File: src/core/wdt_pkg.sv
// constants shared by the watchdog timer and its register slave
// assumes a 100 MHz aclk standing in for the cpu clock domain
package wdt_pkg;
    // clock rates
    localparam int WDT_CLK_MHZ = 100;
    localparam int WDT_CPU_MHZ = 8;
    // counter step period in microseconds, cycles derived from the rate
    localparam int WDT_TICK_TIME_US = 2000;
    localparam int WDT_TICK_CYCLES = WDT_TICK_TIME_US * WDT_CLK_MHZ;
    // reset phase length in cpu cycles, converted to aclk cycles rounding up
    localparam int WDT_PHASE_SHORT_CPU = 256;
    localparam int WDT_PHASE_LONG_CPU = 4096;
    localparam int WDT_PHASE_SHORT_CYCLES =
        (WDT_PHASE_SHORT_CPU * WDT_CLK_MHZ + WDT_CPU_MHZ - 1) / WDT_CPU_MHZ;
    localparam int WDT_PHASE_LONG_CYCLES =
        (WDT_PHASE_LONG_CPU * WDT_CLK_MHZ + WDT_CPU_MHZ - 1) / WDT_CPU_MHZ;
    // register map: printed offset is an index, byte address is four times it
    localparam int WDT_CTRL_INDEX = 32'h0000002E;
    localparam int WDT_CTRL_BYTE_ADDR = WDT_CTRL_INDEX * 4;
    // control register layout and values
    localparam int WDT_ACT_BIT = 7;
    localparam int WDT_TOP_BIT = 6;
    localparam logic [7:0] WDT_CTRL_RESET = 8'h7F;
    localparam logic [6:0] WDT_CNT_RESET = 7'h7F;
    localparam logic [6:0] WDT_CNT_EDGE = 7'h40;
    // axi responses
    localparam logic [1:0] WDT_RESP_OKAY = 2'h0;
    localparam logic [1:0] WDT_RESP_DECERR = 2'h3;
    // run or reset phase
    typedef enum logic {
        WDT_RUN = 1'b0,
        WDT_PHASE = 1'b1
    } wdt_mode_e;
endpackage

File: src/core/wdt_reg_if.sv
// register strobe and read-back between the bus slave and the watchdog core
// assumes both ends on the same aclk
`timescale 1ns/100ps
interface wdt_reg_if;
    logic wr_en;
    logic [7:0] wr_data;
    logic [7:0] rd_data;
    modport slave (output wr_en, output wr_data, input rd_data);
    modport core (input wr_en, input wr_data, output rd_data);
endinterface

File: src/core/wdt_axil_slave.sv
// axi4-lite slave holding the single watchdog control word
// assumes one outstanding write and one outstanding read from the master
`timescale 1ns/100ps
module wdt_axil_slave #(
    parameter int ADDR_W = 8
) (
    // clock and reset
    input wire logic aclk,
    input wire logic aresetn,
    // write address and data
    input wire logic [ADDR_W-1:0] awaddr,
    input wire logic awvalid,
    output logic awready,
    input wire logic [31:0] wdata,
    input wire logic [3:0] wstrb,
    input wire logic wvalid,
    output logic wready,
    // write response
    output logic [1:0] bresp,
    output logic bvalid,
    input wire logic bready,
    // read
    input wire logic [ADDR_W-1:0] araddr,
    input wire logic arvalid,
    output logic arready,
    output logic [31:0] rdata,
    output logic [1:0] rresp,
    output logic rvalid,
    input wire logic rready,
    // core side
    wdt_reg_if.slave regs
);
    import wdt_pkg::*;

    typedef struct packed {
        logic aw_got;
        logic aw_hit;
        logic w_got;
        logic [7:0] wdata;
        logic wstrb0;
        logic bvalid;
        logic [1:0] bresp;
        logic rvalid;
        logic [1:0] rresp;
        logic [7:0] rdata;
    } wdt_axil_s;

    wdt_axil_s s_r;
    wdt_axil_s s_nxt;
    logic do_wr;

    // address and data are taken in either order, nothing new until b drains
    assign awready = !s_r.aw_got && !s_r.bvalid;
    assign wready = !s_r.w_got && !s_r.bvalid;
    assign arready = !s_r.rvalid;
    assign do_wr = s_r.aw_got && s_r.w_got && !s_r.bvalid;
    assign bvalid = s_r.bvalid;
    assign bresp = s_r.bresp;
    assign rvalid = s_r.rvalid;
    assign rresp = s_r.rresp;
    assign rdata = {24'h000000, s_r.rdata};
    // only byte lane 0 carries the register
    assign regs.wr_en = do_wr && s_r.aw_hit && s_r.wstrb0;
    assign regs.wr_data = s_r.wdata;

    always_comb begin
        s_nxt = s_r;
        if (awvalid && awready) begin
            s_nxt.aw_got = 1'b1;
            s_nxt.aw_hit = (awaddr[ADDR_W-1:2] == (ADDR_W-2)'(WDT_CTRL_INDEX));
        end
        if (wvalid && wready) begin
            s_nxt.w_got = 1'b1;
            s_nxt.wdata = wdata[7:0];
            s_nxt.wstrb0 = wstrb[0];
        end
        if (do_wr) begin
            s_nxt.aw_got = 1'b0;
            s_nxt.w_got = 1'b0;
            s_nxt.bvalid = 1'b1;
            s_nxt.bresp = s_r.aw_hit ? WDT_RESP_OKAY : WDT_RESP_DECERR;
        end
        if (s_r.bvalid && bready) begin
            s_nxt.bvalid = 1'b0;
        end
        if (arvalid && arready) begin
            s_nxt.rvalid = 1'b1;
            if (araddr[ADDR_W-1:2] == (ADDR_W-2)'(WDT_CTRL_INDEX)) begin
                s_nxt.rdata = regs.rd_data;
                s_nxt.rresp = WDT_RESP_OKAY;
            end else begin
                s_nxt.rdata = 8'h00;
                s_nxt.rresp = WDT_RESP_DECERR;
            end
        end
        if (s_r.rvalid && rready) begin
            s_nxt.rvalid = 1'b0;
        end
    end

    always_ff @(posedge aclk) begin
        if (!aresetn) begin
            s_r <= '0;
        end else begin
            s_r <= s_nxt;
        end
    end
endmodule

File: src/core/wdt_watchdog_timer.sv
// watchdog timer: free-running 7-bit down-counter, sticky activation bit,
// reset request and reset phase timing, registers over axi4-lite
// assumes the option straps are static and halt_exec is a one-cycle pulse
`timescale 1ns/100ps

// Contract
// software rewrites the control register often enough that the counter never hits the reset point.
// the seven-bit counter decrements on every step whether or not the watchdog is enabled.
// software should load C0h to FFh, with activation and top bit set and the low six bits as the delay.
// the watchdog starts disabled after reset and once enabled only a reset disables it.
// a write with the activation bit set and the top bit clear requests an immediate reset.
// a halt while the watchdog is active requests a reset unless the no-reset-on-halt option is set.
// at the step period the smallest load times out within one step and the largest within 64 steps.
// the reset phase lasts 256 or 4096 cpu cycles on top of the timeout.
// with the hardware watchdog option the watchdog is always active and the activation bit is ignored.
// with the no-reset-on-halt option a halt gives no reset, and software should reload before halting.
// writing zero never clears the activation bit, only a reset does.
// when enabled a reset is requested as the counter steps from 40h to 3Fh.
// bits 6:0 of the control register always read the current counter value.
// the control register resets to 7Fh and sits at index 002Eh.
// the counter steps once per prescaler period from the clock and only reset clears the prescaler.
// every watchdog reset cause gives a one-cycle reset request pulse; the code gives none for causes arriving while the reset phase runs.
module wdt_watchdog_timer #(
    parameter int ADDR_W = 8,
    parameter int TICK_CYCLES = wdt_pkg::WDT_TICK_CYCLES,
    parameter int SHORT_PHASE_CYCLES = wdt_pkg::WDT_PHASE_SHORT_CYCLES,
    parameter int LONG_PHASE_CYCLES = wdt_pkg::WDT_PHASE_LONG_CYCLES,
    parameter int PRESC_W = 18,
    parameter int PHASE_W = 16
) (
    // clock and reset
    input wire logic aclk,
    input wire logic aresetn,
    // axi4-lite write address and data
    input wire logic [ADDR_W-1:0] s_axi_awaddr,
    input wire logic s_axi_awvalid,
    output logic s_axi_awready,
    input wire logic [31:0] s_axi_wdata,
    input wire logic [3:0] s_axi_wstrb,
    input wire logic s_axi_wvalid,
    output logic s_axi_wready,
    // axi4-lite write response
    output logic [1:0] s_axi_bresp,
    output logic s_axi_bvalid,
    input wire logic s_axi_bready,
    // axi4-lite read
    input wire logic [ADDR_W-1:0] s_axi_araddr,
    input wire logic s_axi_arvalid,
    output logic s_axi_arready,
    output logic [31:0] s_axi_rdata,
    output logic [1:0] s_axi_rresp,
    output logic s_axi_rvalid,
    input wire logic s_axi_rready,
    // option straps
    input wire logic hw_watchdog_option,
    input wire logic no_reset_on_halt_option,
    input wire logic long_reset_phase_option,
    // cpu halt handshake
    input wire logic halt_exec,
    output logic halt_ok,
    // reset and status
    output logic sys_reset_req,
    output logic reset_phase,
    output logic watchdog_active
);
    import wdt_pkg::*;

    typedef struct packed {
        logic [PRESC_W-1:0] presc;
        logic [6:0] cnt;
        logic active;
        wdt_mode_e mode;
        logic [PHASE_W-1:0] phase;
        logic req;
        logic halt_ok;
    } wdt_core_s;

    wdt_core_s s_r;
    wdt_core_s s_nxt;
    wdt_reg_if regs ();

    logic tick;
    logic active_eff;
    logic wr_active;
    logic trig_soft;
    logic trig_time;
    logic trig_halt;
    logic trig_any;

    wdt_axil_slave #(
        .ADDR_W(ADDR_W)
    ) u_bus (
        .aclk(aclk),
        .aresetn(aresetn),
        .awaddr(s_axi_awaddr),
        .awvalid(s_axi_awvalid),
        .awready(s_axi_awready),
        .wdata(s_axi_wdata),
        .wstrb(s_axi_wstrb),
        .wvalid(s_axi_wvalid),
        .wready(s_axi_wready),
        .bresp(s_axi_bresp),
        .bvalid(s_axi_bvalid),
        .bready(s_axi_bready),
        .araddr(s_axi_araddr),
        .arvalid(s_axi_arvalid),
        .arready(s_axi_arready),
        .rdata(s_axi_rdata),
        .rresp(s_axi_rresp),
        .rvalid(s_axi_rvalid),
        .rready(s_axi_rready),
        .regs(regs)
    );

    // prescaler is never cleared by a write, hence the one-step spread in timeout
    assign tick = (s_r.presc == PRESC_W'(TICK_CYCLES - 1));
    assign active_eff = s_r.active || hw_watchdog_option;
    assign wr_active = active_eff || regs.wr_data[WDT_ACT_BIT];
    assign trig_soft = regs.wr_en && wr_active && !regs.wr_data[WDT_TOP_BIT];
    // a refresh in the same cycle as the fatal step wins
    assign trig_time = tick && !regs.wr_en && active_eff
        && (s_r.cnt == WDT_CNT_EDGE);
    assign trig_halt = halt_exec && active_eff && !no_reset_on_halt_option;
    assign trig_any = trig_soft || trig_time || trig_halt;

    // read-back shows the live counter and the effective activation
    assign regs.rd_data = {active_eff, s_r.cnt};
    assign sys_reset_req = s_r.req;
    assign reset_phase = (s_r.mode == WDT_PHASE);
    assign watchdog_active = active_eff;
    assign halt_ok = s_r.halt_ok;

    always_comb begin
        s_nxt = s_r;
        s_nxt.req = 1'b0;
        s_nxt.halt_ok = 1'b0;
        if (tick) begin
            s_nxt.presc = '0;
            s_nxt.cnt = s_r.cnt - 7'h01;
        end else begin
            s_nxt.presc = s_r.presc + PRESC_W'(1);
        end
        if (regs.wr_en) begin
            s_nxt.cnt = regs.wr_data[6:0];
            // sticky: a zero written here never clears it
            s_nxt.active = s_r.active || regs.wr_data[WDT_ACT_BIT];
        end
        // halt proceeds only when it does not turn into a reset
        s_nxt.halt_ok = halt_exec && !trig_halt;
        unique case (s_r.mode)
            WDT_RUN: begin
                if (trig_any) begin
                    s_nxt.req = 1'b1;
                    s_nxt.mode = WDT_PHASE;
                    s_nxt.phase = long_reset_phase_option
                        ? PHASE_W'(LONG_PHASE_CYCLES - 1)
                        : PHASE_W'(SHORT_PHASE_CYCLES - 1);
                end
            end
            WDT_PHASE: begin
                // further causes are absorbed while the phase runs
                if (s_r.phase == '0) begin
                    s_nxt.mode = WDT_RUN;
                end else begin
                    s_nxt.phase = s_r.phase - PHASE_W'(1);
                end
            end
        endcase
    end

    always_ff @(posedge aclk) begin
        if (!aresetn) begin
            s_r.presc <= '0;
            s_r.cnt <= WDT_CNT_RESET;
            s_r.active <= WDT_CTRL_RESET[WDT_ACT_BIT];
            s_r.mode <= WDT_RUN;
            s_r.phase <= '0;
            s_r.req <= 1'b0;
            s_r.halt_ok <= 1'b0;
        end else begin
            s_r <= s_nxt;
        end
    end
endmodule

File: config.mk
export PLATFORM = sky130hd
export DESIGN_NAME = wdt_watchdog_timer
export DESIGN_NICKNAME = d
export VERILOG_FILES = /design/src/core/wdt_pkg.sv /design/src/core/wdt_reg_if.sv /design/src/core/wdt_axil_slave.sv /design/src/core/wdt_watchdog_timer.sv
export SDC_FILE = /design/constraint.sdc
export NUM_CORES = 1
export LEC_CHECK = 0
export ABC_AREA = 1
export BUFFER_PORTS_ARGS = -buffer_cell sky130_fd_sc_hd__buf_4
export CAP_MARGIN = 20
export CORE_ASPECT_RATIO = 0.8
export CORE_MARGIN = 2
export CORE_UTILIZATION = 52
export CTS_CLUSTER_SIZE = 16
export DETAILED_ROUTE_END_ITERATION = 16
export HOLD_SLACK_MARGIN = 0.06
export PLACE_DENSITY = 0.8
export SLEW_MARGIN = 5
export SYNTH_ARGS = -nofsm -noshare
export SYNTH_HDL_FRONTEND = slang
export SYNTH_SLANG_ARGS = --single-unit
File: constraint.sdc
create_clock -name aclk -period 2.2 [get_ports aclk]
set_input_delay 0.33 -clock aclk [delete_from_list [all_inputs] [get_ports aclk]]
set_output_delay 0.33 -clock aclk [all_outputs]
set_load 0.05 [all_outputs]
==> results of run 1 <==
synth_stat cells, drive strengths merged:
| cell | n |
|---|---|
| a21oi | 29 |
| a31o | 1 |
| a31oi | 2 |
| and3 | 1 |
| buf | 40 |
| clkbuf | 7 |
| conb | 1 |
| dfxtp | 69 |
| ha | 5 |
| inv | 57 |
| nand2 | 106 |
| nand3 | 25 |
| nand3b | 2 |
| nand4 | 18 |
| nor2 | 76 |
| nor3 | 6 |
| nor3b | 5 |
| nor4 | 3 |
| o2111ai | 4 |
| o211ai | 1 |
| o21a | 1 |
| o21ai | 22 |
| o21bai | 4 |
| o221ai | 3 |
| or2 | 2 |
| xnor2 | 4 |
| xor2 | 10 |
stage by stage:
stage | area (um2) | power [W] | setup WS [ns] | instances
floorplan | 3732 | 0.001856 | 0.1724 | 527
global placement | 3949 | 0.001944 | 0.4568 | 625
detailed placement | 3949 | 0.001958 | 0.4034 | 625
CTS | 4114 | 0.002842 | 0.3994 | 639
global route | 4114 | 0.002974 | 0.1911 | 639
finish | 4114 | 0.002822 | 0.3975 | 639
sequential cells by signal (all words and copies together) (netlist names):
signal	flops
u_bus.regs.wr_data	8
sys_reset_req	1
u_bus.s_r	4
halt_ok	1
u_bus.rvalid	1
reset_phase	1
u_bus.bvalid	1
u_bus.bresp	1
regs.rd_data	7
u_bus.rresp	1
s_r	35
u_bus.rdata	8
per-layer routing:
metal,up-vias,GRT usage,share of wire
li1,1662,-,-
met1,1428,0.2614,0.47
met2,118,0.3359,0.44
met3,12,0.06866,0.074
met4,0,0.06667,0.015
met5,-,0,0
cells by family after synthesis:
logic type / share of synthesized area
simple gates: 0.3126
buf+inv: 0.1486
flops: 0.3789
compound gates: 0.1081
xor+xnor: 0.03363
fa+ha+maj: 0.01716
other cells: 0.001029
worst max-delay path: cells and delay by family (launching register included):
kind,cells,cell delay [ns]
AND/OR/NAND/NOR,9,1.07
flip-flops,1,0.39
adder cells (fa/ha/maj),1,0.23
how the worst max path moves through the flow:
stage            startpoint                     to  slack, ns
2_1_floorplan  u_bus.bvalid  u_bus.regs.wr_data[6]       0.17
3_3_place_gp        s_r[27]                 s_r[9]       0.46
3_5_place_dp        s_r[27]                s_r[17]       0.40
4_1_cts             s_r[27]                 s_r[9]       0.40
5_1_grt             s_r[27]                 s_r[9]       0.19
6_report            s_r[27]                s_r[16]       0.40
power groups by stage:
| stage | combinational, W | clock, W | sequential [W] |
|---|---|---|---|
| final | 0.000585 | 0.000884 | 0.00135 |
| after global routing | 0.000649 | 0.000965 | 0.00136 |
| after CTS | 0.000581 | 0.000910 | 0.00135 |
| after detailed placement | 0.000579 | 0 | 0.00138 |
| after global placement | 0.000568 | 0 | 0.00138 |
| after floorplan | 0.000473 | 0 | 0.00138 |
layout make-up:
cell class | instances | area share
Clock buffer | 12 | 0.03771
Clock inverter | 2 | 0.002433
Timing Repair Buffer | 58 | 0.1058
Sequential cell | 69 | 0.3358
Tap cell | 87 | 0.02646
Multi-Input combinational cell | 354 | 0.4398
Inverter | 57 | 0.05201
==> results.toml, run 1 <==
[cells_and_area]
nFillCells = 628
n_antenna_cell = 0
multi_input_area_mm2 = 0.001809
final_common_cell = "nand2_1"
regArea_mm2 = 0.001381
finalCoreUtilization = 0.6029
syn2layout_area_growth_pct = 12.83
final_nets = 617
layout_common_cells = "99 x nand2_1, 69 x dfxtp_1, 67 x nor2_1"
drive_gt1_frac = 0.1775

[worst_setup_path]
cpPeakStageDelay_ns = 0.39
r2r-start = "s_r[27]"
worstPathArrival_ns = 2.03
cp.required_ns = 2.43
crit_path_start_kind = "flop"
r2r_cells = 10
critical_path.max_fanout = 8
cp_cell_sequence = "ha_1 -> nand3_2 -> nor2_4 -> nand4_2 -> nand2_2 -> nand2_2 -> nand2_2 -> nand2_1 -> nand3_1 -> nand2_1"
path_class = "reg2reg"
ff2ff_setup_slack_ns = 0.40
crit_path_end_kind = "flop"
regToRegEndpoint = "s_r[16]"
path_common_cell = "nand2_2"
slowest_stage = "dfxtp_1"

[synth]
netlist_top_cells_area = "dfxtp_1 38%, nand2_1 10%, buf_4 7.4%, nor2_1 6.9%, inv_1 5.7%"
ys_seq_area_frac = 0.3789
yosysTopAreaCell = "dfxtp_1"
synth_warnings = 0
ys_ff_latch = 69
syn_avg_cell_area_um2 = 7.234
ys_types = 41
syn_area_mm2 = 0.003646
synth_cells = 504
synth_top_area_frac = 0.3789

[clocking]
cts.repair.resized = 0
numClockSinks = 69
root_buffer = "clkbuf_8"
cts_inserted_buffers = 9
postCtsSetupBuffers = 0
cts_tree = "done"
cts-hold-fix-buffers = 0
htree_levels = 3
clockBufferDepth = 2
path_clk_slew_ns = 0.07
worstSkewPairLatency_ns = 0.34

[timing]
layout_min_cycle_time_ns = 1.802
maxSlewHeadroom = 0.6036
fin_setup_tns_ns = 0
period_share = 0.8193
max_freq_mhz = 554.8
tightest_slew_ns = 0.5940
setup_viol = 0
hold_violations = 0
rsz0062_at_grt = "no"
slew_viol_final = 0
hold_slack_ns = 0.2276
finClkSkew_ns = 0.005583

[floorplan]
die_h_um = 78.90
fp-row-count = 27
start_util = 0.5343
dieArea_mm2 = 0.007702
core_area_mm2 = 0.006824
io_pins = 108
fp.dieW_um = 97.62

[power_and_ir_drop]
switching_power_w = 0.0008820
p_per_area_mw_per_mm2 = 685.8
internal-power_w = 0.001940
p_comb_frac = 0.207
p_leak_nw = 1.940
clkPwrFrac = 0.313
seqPwrFrac = 0.479
p_sw_frac = 0.3126
ir_worst_vdd_uv = 447.1

[global_routing]
grt_pass1_vias = 2995
grt_usage = 0.2066
antenna_found_initial = 0
gr-total-overflow = 0
grt_pass1_wl_um = 13120
grt_max_degree = 37

[routing]
wl_per_cell_um = 11.81
drt-pass1-iter-count = 4
ant_nets = 0
viasPerCell = 5.039
drt-total-wl_um = 7547
drcViolationCount = 0
vias = 3220
drtIter0Drc = 192

[min_path]
min_from = "halt_exec"
hold_class = "in2reg"
min_to = "halt_ok"
hold_depth = 3

[status]
outcome = "finished, final reports clean"

[place]
dp_hpwl_um = 5709
port_buffers = 52
gp_congestion = 0.9242

[run]
maxCapViolCount = 0
Note: power is estimated with default switching activity, not from simulation.
==> run 2, diff against run 1 <==
- CORE_UTILIZATION: 52 -> 47
- PLACE_DENSITY: 0.8 -> 0.77
- clock period: 2.2 -> 1.6 ns (I/O delays scaled with it)
==> results.toml, run 2 (synthesized netlist as in run 1, its figures left out) <==
[global_routing]
antenna_found_initial = 0
gr-total-overflow = 0
grt_pass1_vias = 3142
grt_pass1_wl_um = 14090
grt_max_degree = 23
grt_usage = 0.2171

[floorplan]
core_area_mm2 = 0.007462
fp-row-count = 28
io_pins = 108
start_util = 0.4886
die_h_um = 82.78
fp.dieW_um = 102.5
dieArea_mm2 = 0.008482

[power_and_ir_drop]
p_sw_frac = 0.3352
clkPwrFrac = 0.294
internal-power_w = 0.002731
p_per_area_mw_per_mm2 = 864.4
p_leak_nw = 2.245
seqPwrFrac = 0.454
ir_worst_vdd_uv = 445.6
switching_power_w = 0.001377
p_comb_frac = 0.252

[timing]
period_share = 1.024
rsz0062_at_grt = "yes"
layout_setup_ws_ns = -0.03913
hold_slack_ns = 0.1273
setup_viol = 6
finClkSkew_ns = 0.006531
max_freq_mhz = 610.1
hold_violations = 0
slew_viol_final = 0
layout_min_cycle_time_ns = 1.639

[worst_setup_path]
r2r_cells = 14
crit_path_start_kind = "flop"
regToRegEndpoint = "s_r[11]"
cpPeakStageDelay_ns = 0.33
slowest_stage = "dfxtp_2"
path_common_cell = "nand2_1"
critical_path.max_fanout = 4
r2r-start = "regs.rd_data[0]"
worstPathArrival_ns = 1.88
cp_cell_sequence = "inv_2 -> ha_1 -> nand2_1 -> inv_1 -> nand2_1 -> nor2_2 -> nand4_2 -> nand2_2 -> nand2_4 -> buf_6 -> nand3_2 -> nand2_1 -> nand2_1 -> nand2_1"
ff2ff_setup_slack_ns = -0.04
cp.required_ns = 1.84
crit_path_end_kind = "flop"
path_class = "reg2reg"

[routing]
drcViolationCount = 0
drtIter0Drc = 203
vias = 3582
drt-pass1-iter-count = 5
viasPerCell = 5.045
drt-total-wl_um = 9402
wl_per_cell_um = 13.24
ant_nets = 0

[cells_and_area]
drive_gt1_frac = 0.3223
n_antenna_cell = 0
multi_input_area_mm2 = 0.001996
top_register = "s_r"
finalCoreUtilization = 0.6368
final_nets = 668
regArea_mm2 = 0.001390
layout_common_cells = "102 x buf_4, 89 x nand2_1, 62 x dfxtp_1"
syn2layout_area_growth_pct = 30.34
largest_reg_flops = 35
nFillCells = 634
final_common_cell = "buf_4"

[clocking]
cts_inserted_buffers = 9
root_buffer = "clkbuf_8"
cts_tree = "done"
numClockSinks = 69
worstSkewPairLatency_ns = 0.35
htree_levels = 3
cts-hold-fix-buffers = 0
path_clk_slew_ns = 0.08
clockBufferDepth = 2

[place]
port_buffers = 52
dp_hpwl_um = 6418
gp_congestion = 0.8779

[status]
violations = "setup timing"
outcome = "finished, violations left"

[min_path]
hold_class = "in2reg"
min_to = "halt_ok"
min_from = "halt_exec"
hold_depth = 3

[run]
maxCapViolCount = 0
## run 2: cell count changes in the layout (fill, tap and decap cells not counted), moves of 6 or more
cell,before,now
nand2_1,99,89
nand3_1,24,18
dfxtp_2,0,7
dfxtp_1,69,62
nand2_2,6,12
nor2_1,67,57
buf_4,58,102
## run 2: area by class of cell
cell class | instances | share of cell area
Inverter | 57 | 0.04608
Sequential cell | 69 | 0.2925
Multi-Input combinational cell | 354 | 0.4200
Timing Repair Buffer | 109 | 0.1804
Clock buffer | 11 | 0.02765
Clock inverter | 5 | 0.005793
Tap cell | 105 | 0.02765
## run 2: what timing repair did
item                       4_1_cts  5_1_grt
resized for setup                7       56
pin swaps                        1       17
cloned                           0        0
setup endpoints to repair       16       37
setup buffers                    1       10
## run 2: worst max path at each step
stage | startpoint | to | depth (start not counted)
floorplan | u_bus.rvalid | u_bus.rdata[2] | 5
global placement | u_bus.s_r[23] | s_r[9] | 11
detailed placement | s_r[27] | s_r[16] | 9
CTS | regs.rd_data[0] | s_r[6] | 13
global route | regs.rd_data[1] | s_r[11] | 14
finish | regs.rd_data[0] | s_r[11] | 14
## run 2: per-layer routing
layer / part of all wire / vias to the layer above / track usage / wire, um
met1: 0.43 / 1623 / 0.2732 / 4068
met3: 0.083 / 25 / 0.06616 / 780
met2: 0.46 / 174 / 0.3562 / 4335
li1: - / 1760 / - / -
met5: 0 / - / 0 / 0
met4: 0.023 / 0 / 0.07333 / 218
## run 2: worst max-delay path, delay by kind of cell, from the launching register on
| family | cells | cell delay (ns) |
|---|---|---|
| buffers and inverters | 3 | 0.24 |
| adder cells (fa/ha/maj) | 1 | 0.14 |
| flip-flops | 1 | 0.33 |
| AND/OR/NAND/NOR | 10 | 0.82 |
## run 2: through the flow
stage          power, W  cells  area [um2]  setup WS (ns)    TNS, ns
6_report       0.004108    710        4752       -0.03913   -0.08253
5_1_grt        0.004298    710        4752        -0.1214     -1.465
4_1_cts        0.004026    700        4492      -0.007317  -0.007317
3_5_place_dp   0.002821    683        4299       -0.06817    -0.4099
3_3_place_gp   0.002792    683        4299      0.0007380          0
2_1_floorplan  0.002558    527        3747        0.01026          0
## run 2: power by group through the flow
stage / Sequential (W) / Combinational, W / Clock, W
2_1_floorplan: 0.00191 / 0.000653 / 0
4_1_cts: 0.00185 / 0.000942 / 0.00123
6_report: 0.00186 / 0.00103 / 0.00121
5_1_grt: 0.00187 / 0.00113 / 0.00130
3_5_place_dp: 0.00189 / 0.000932 / 0
3_3_place_gp: 0.00188 / 0.000907 / 0
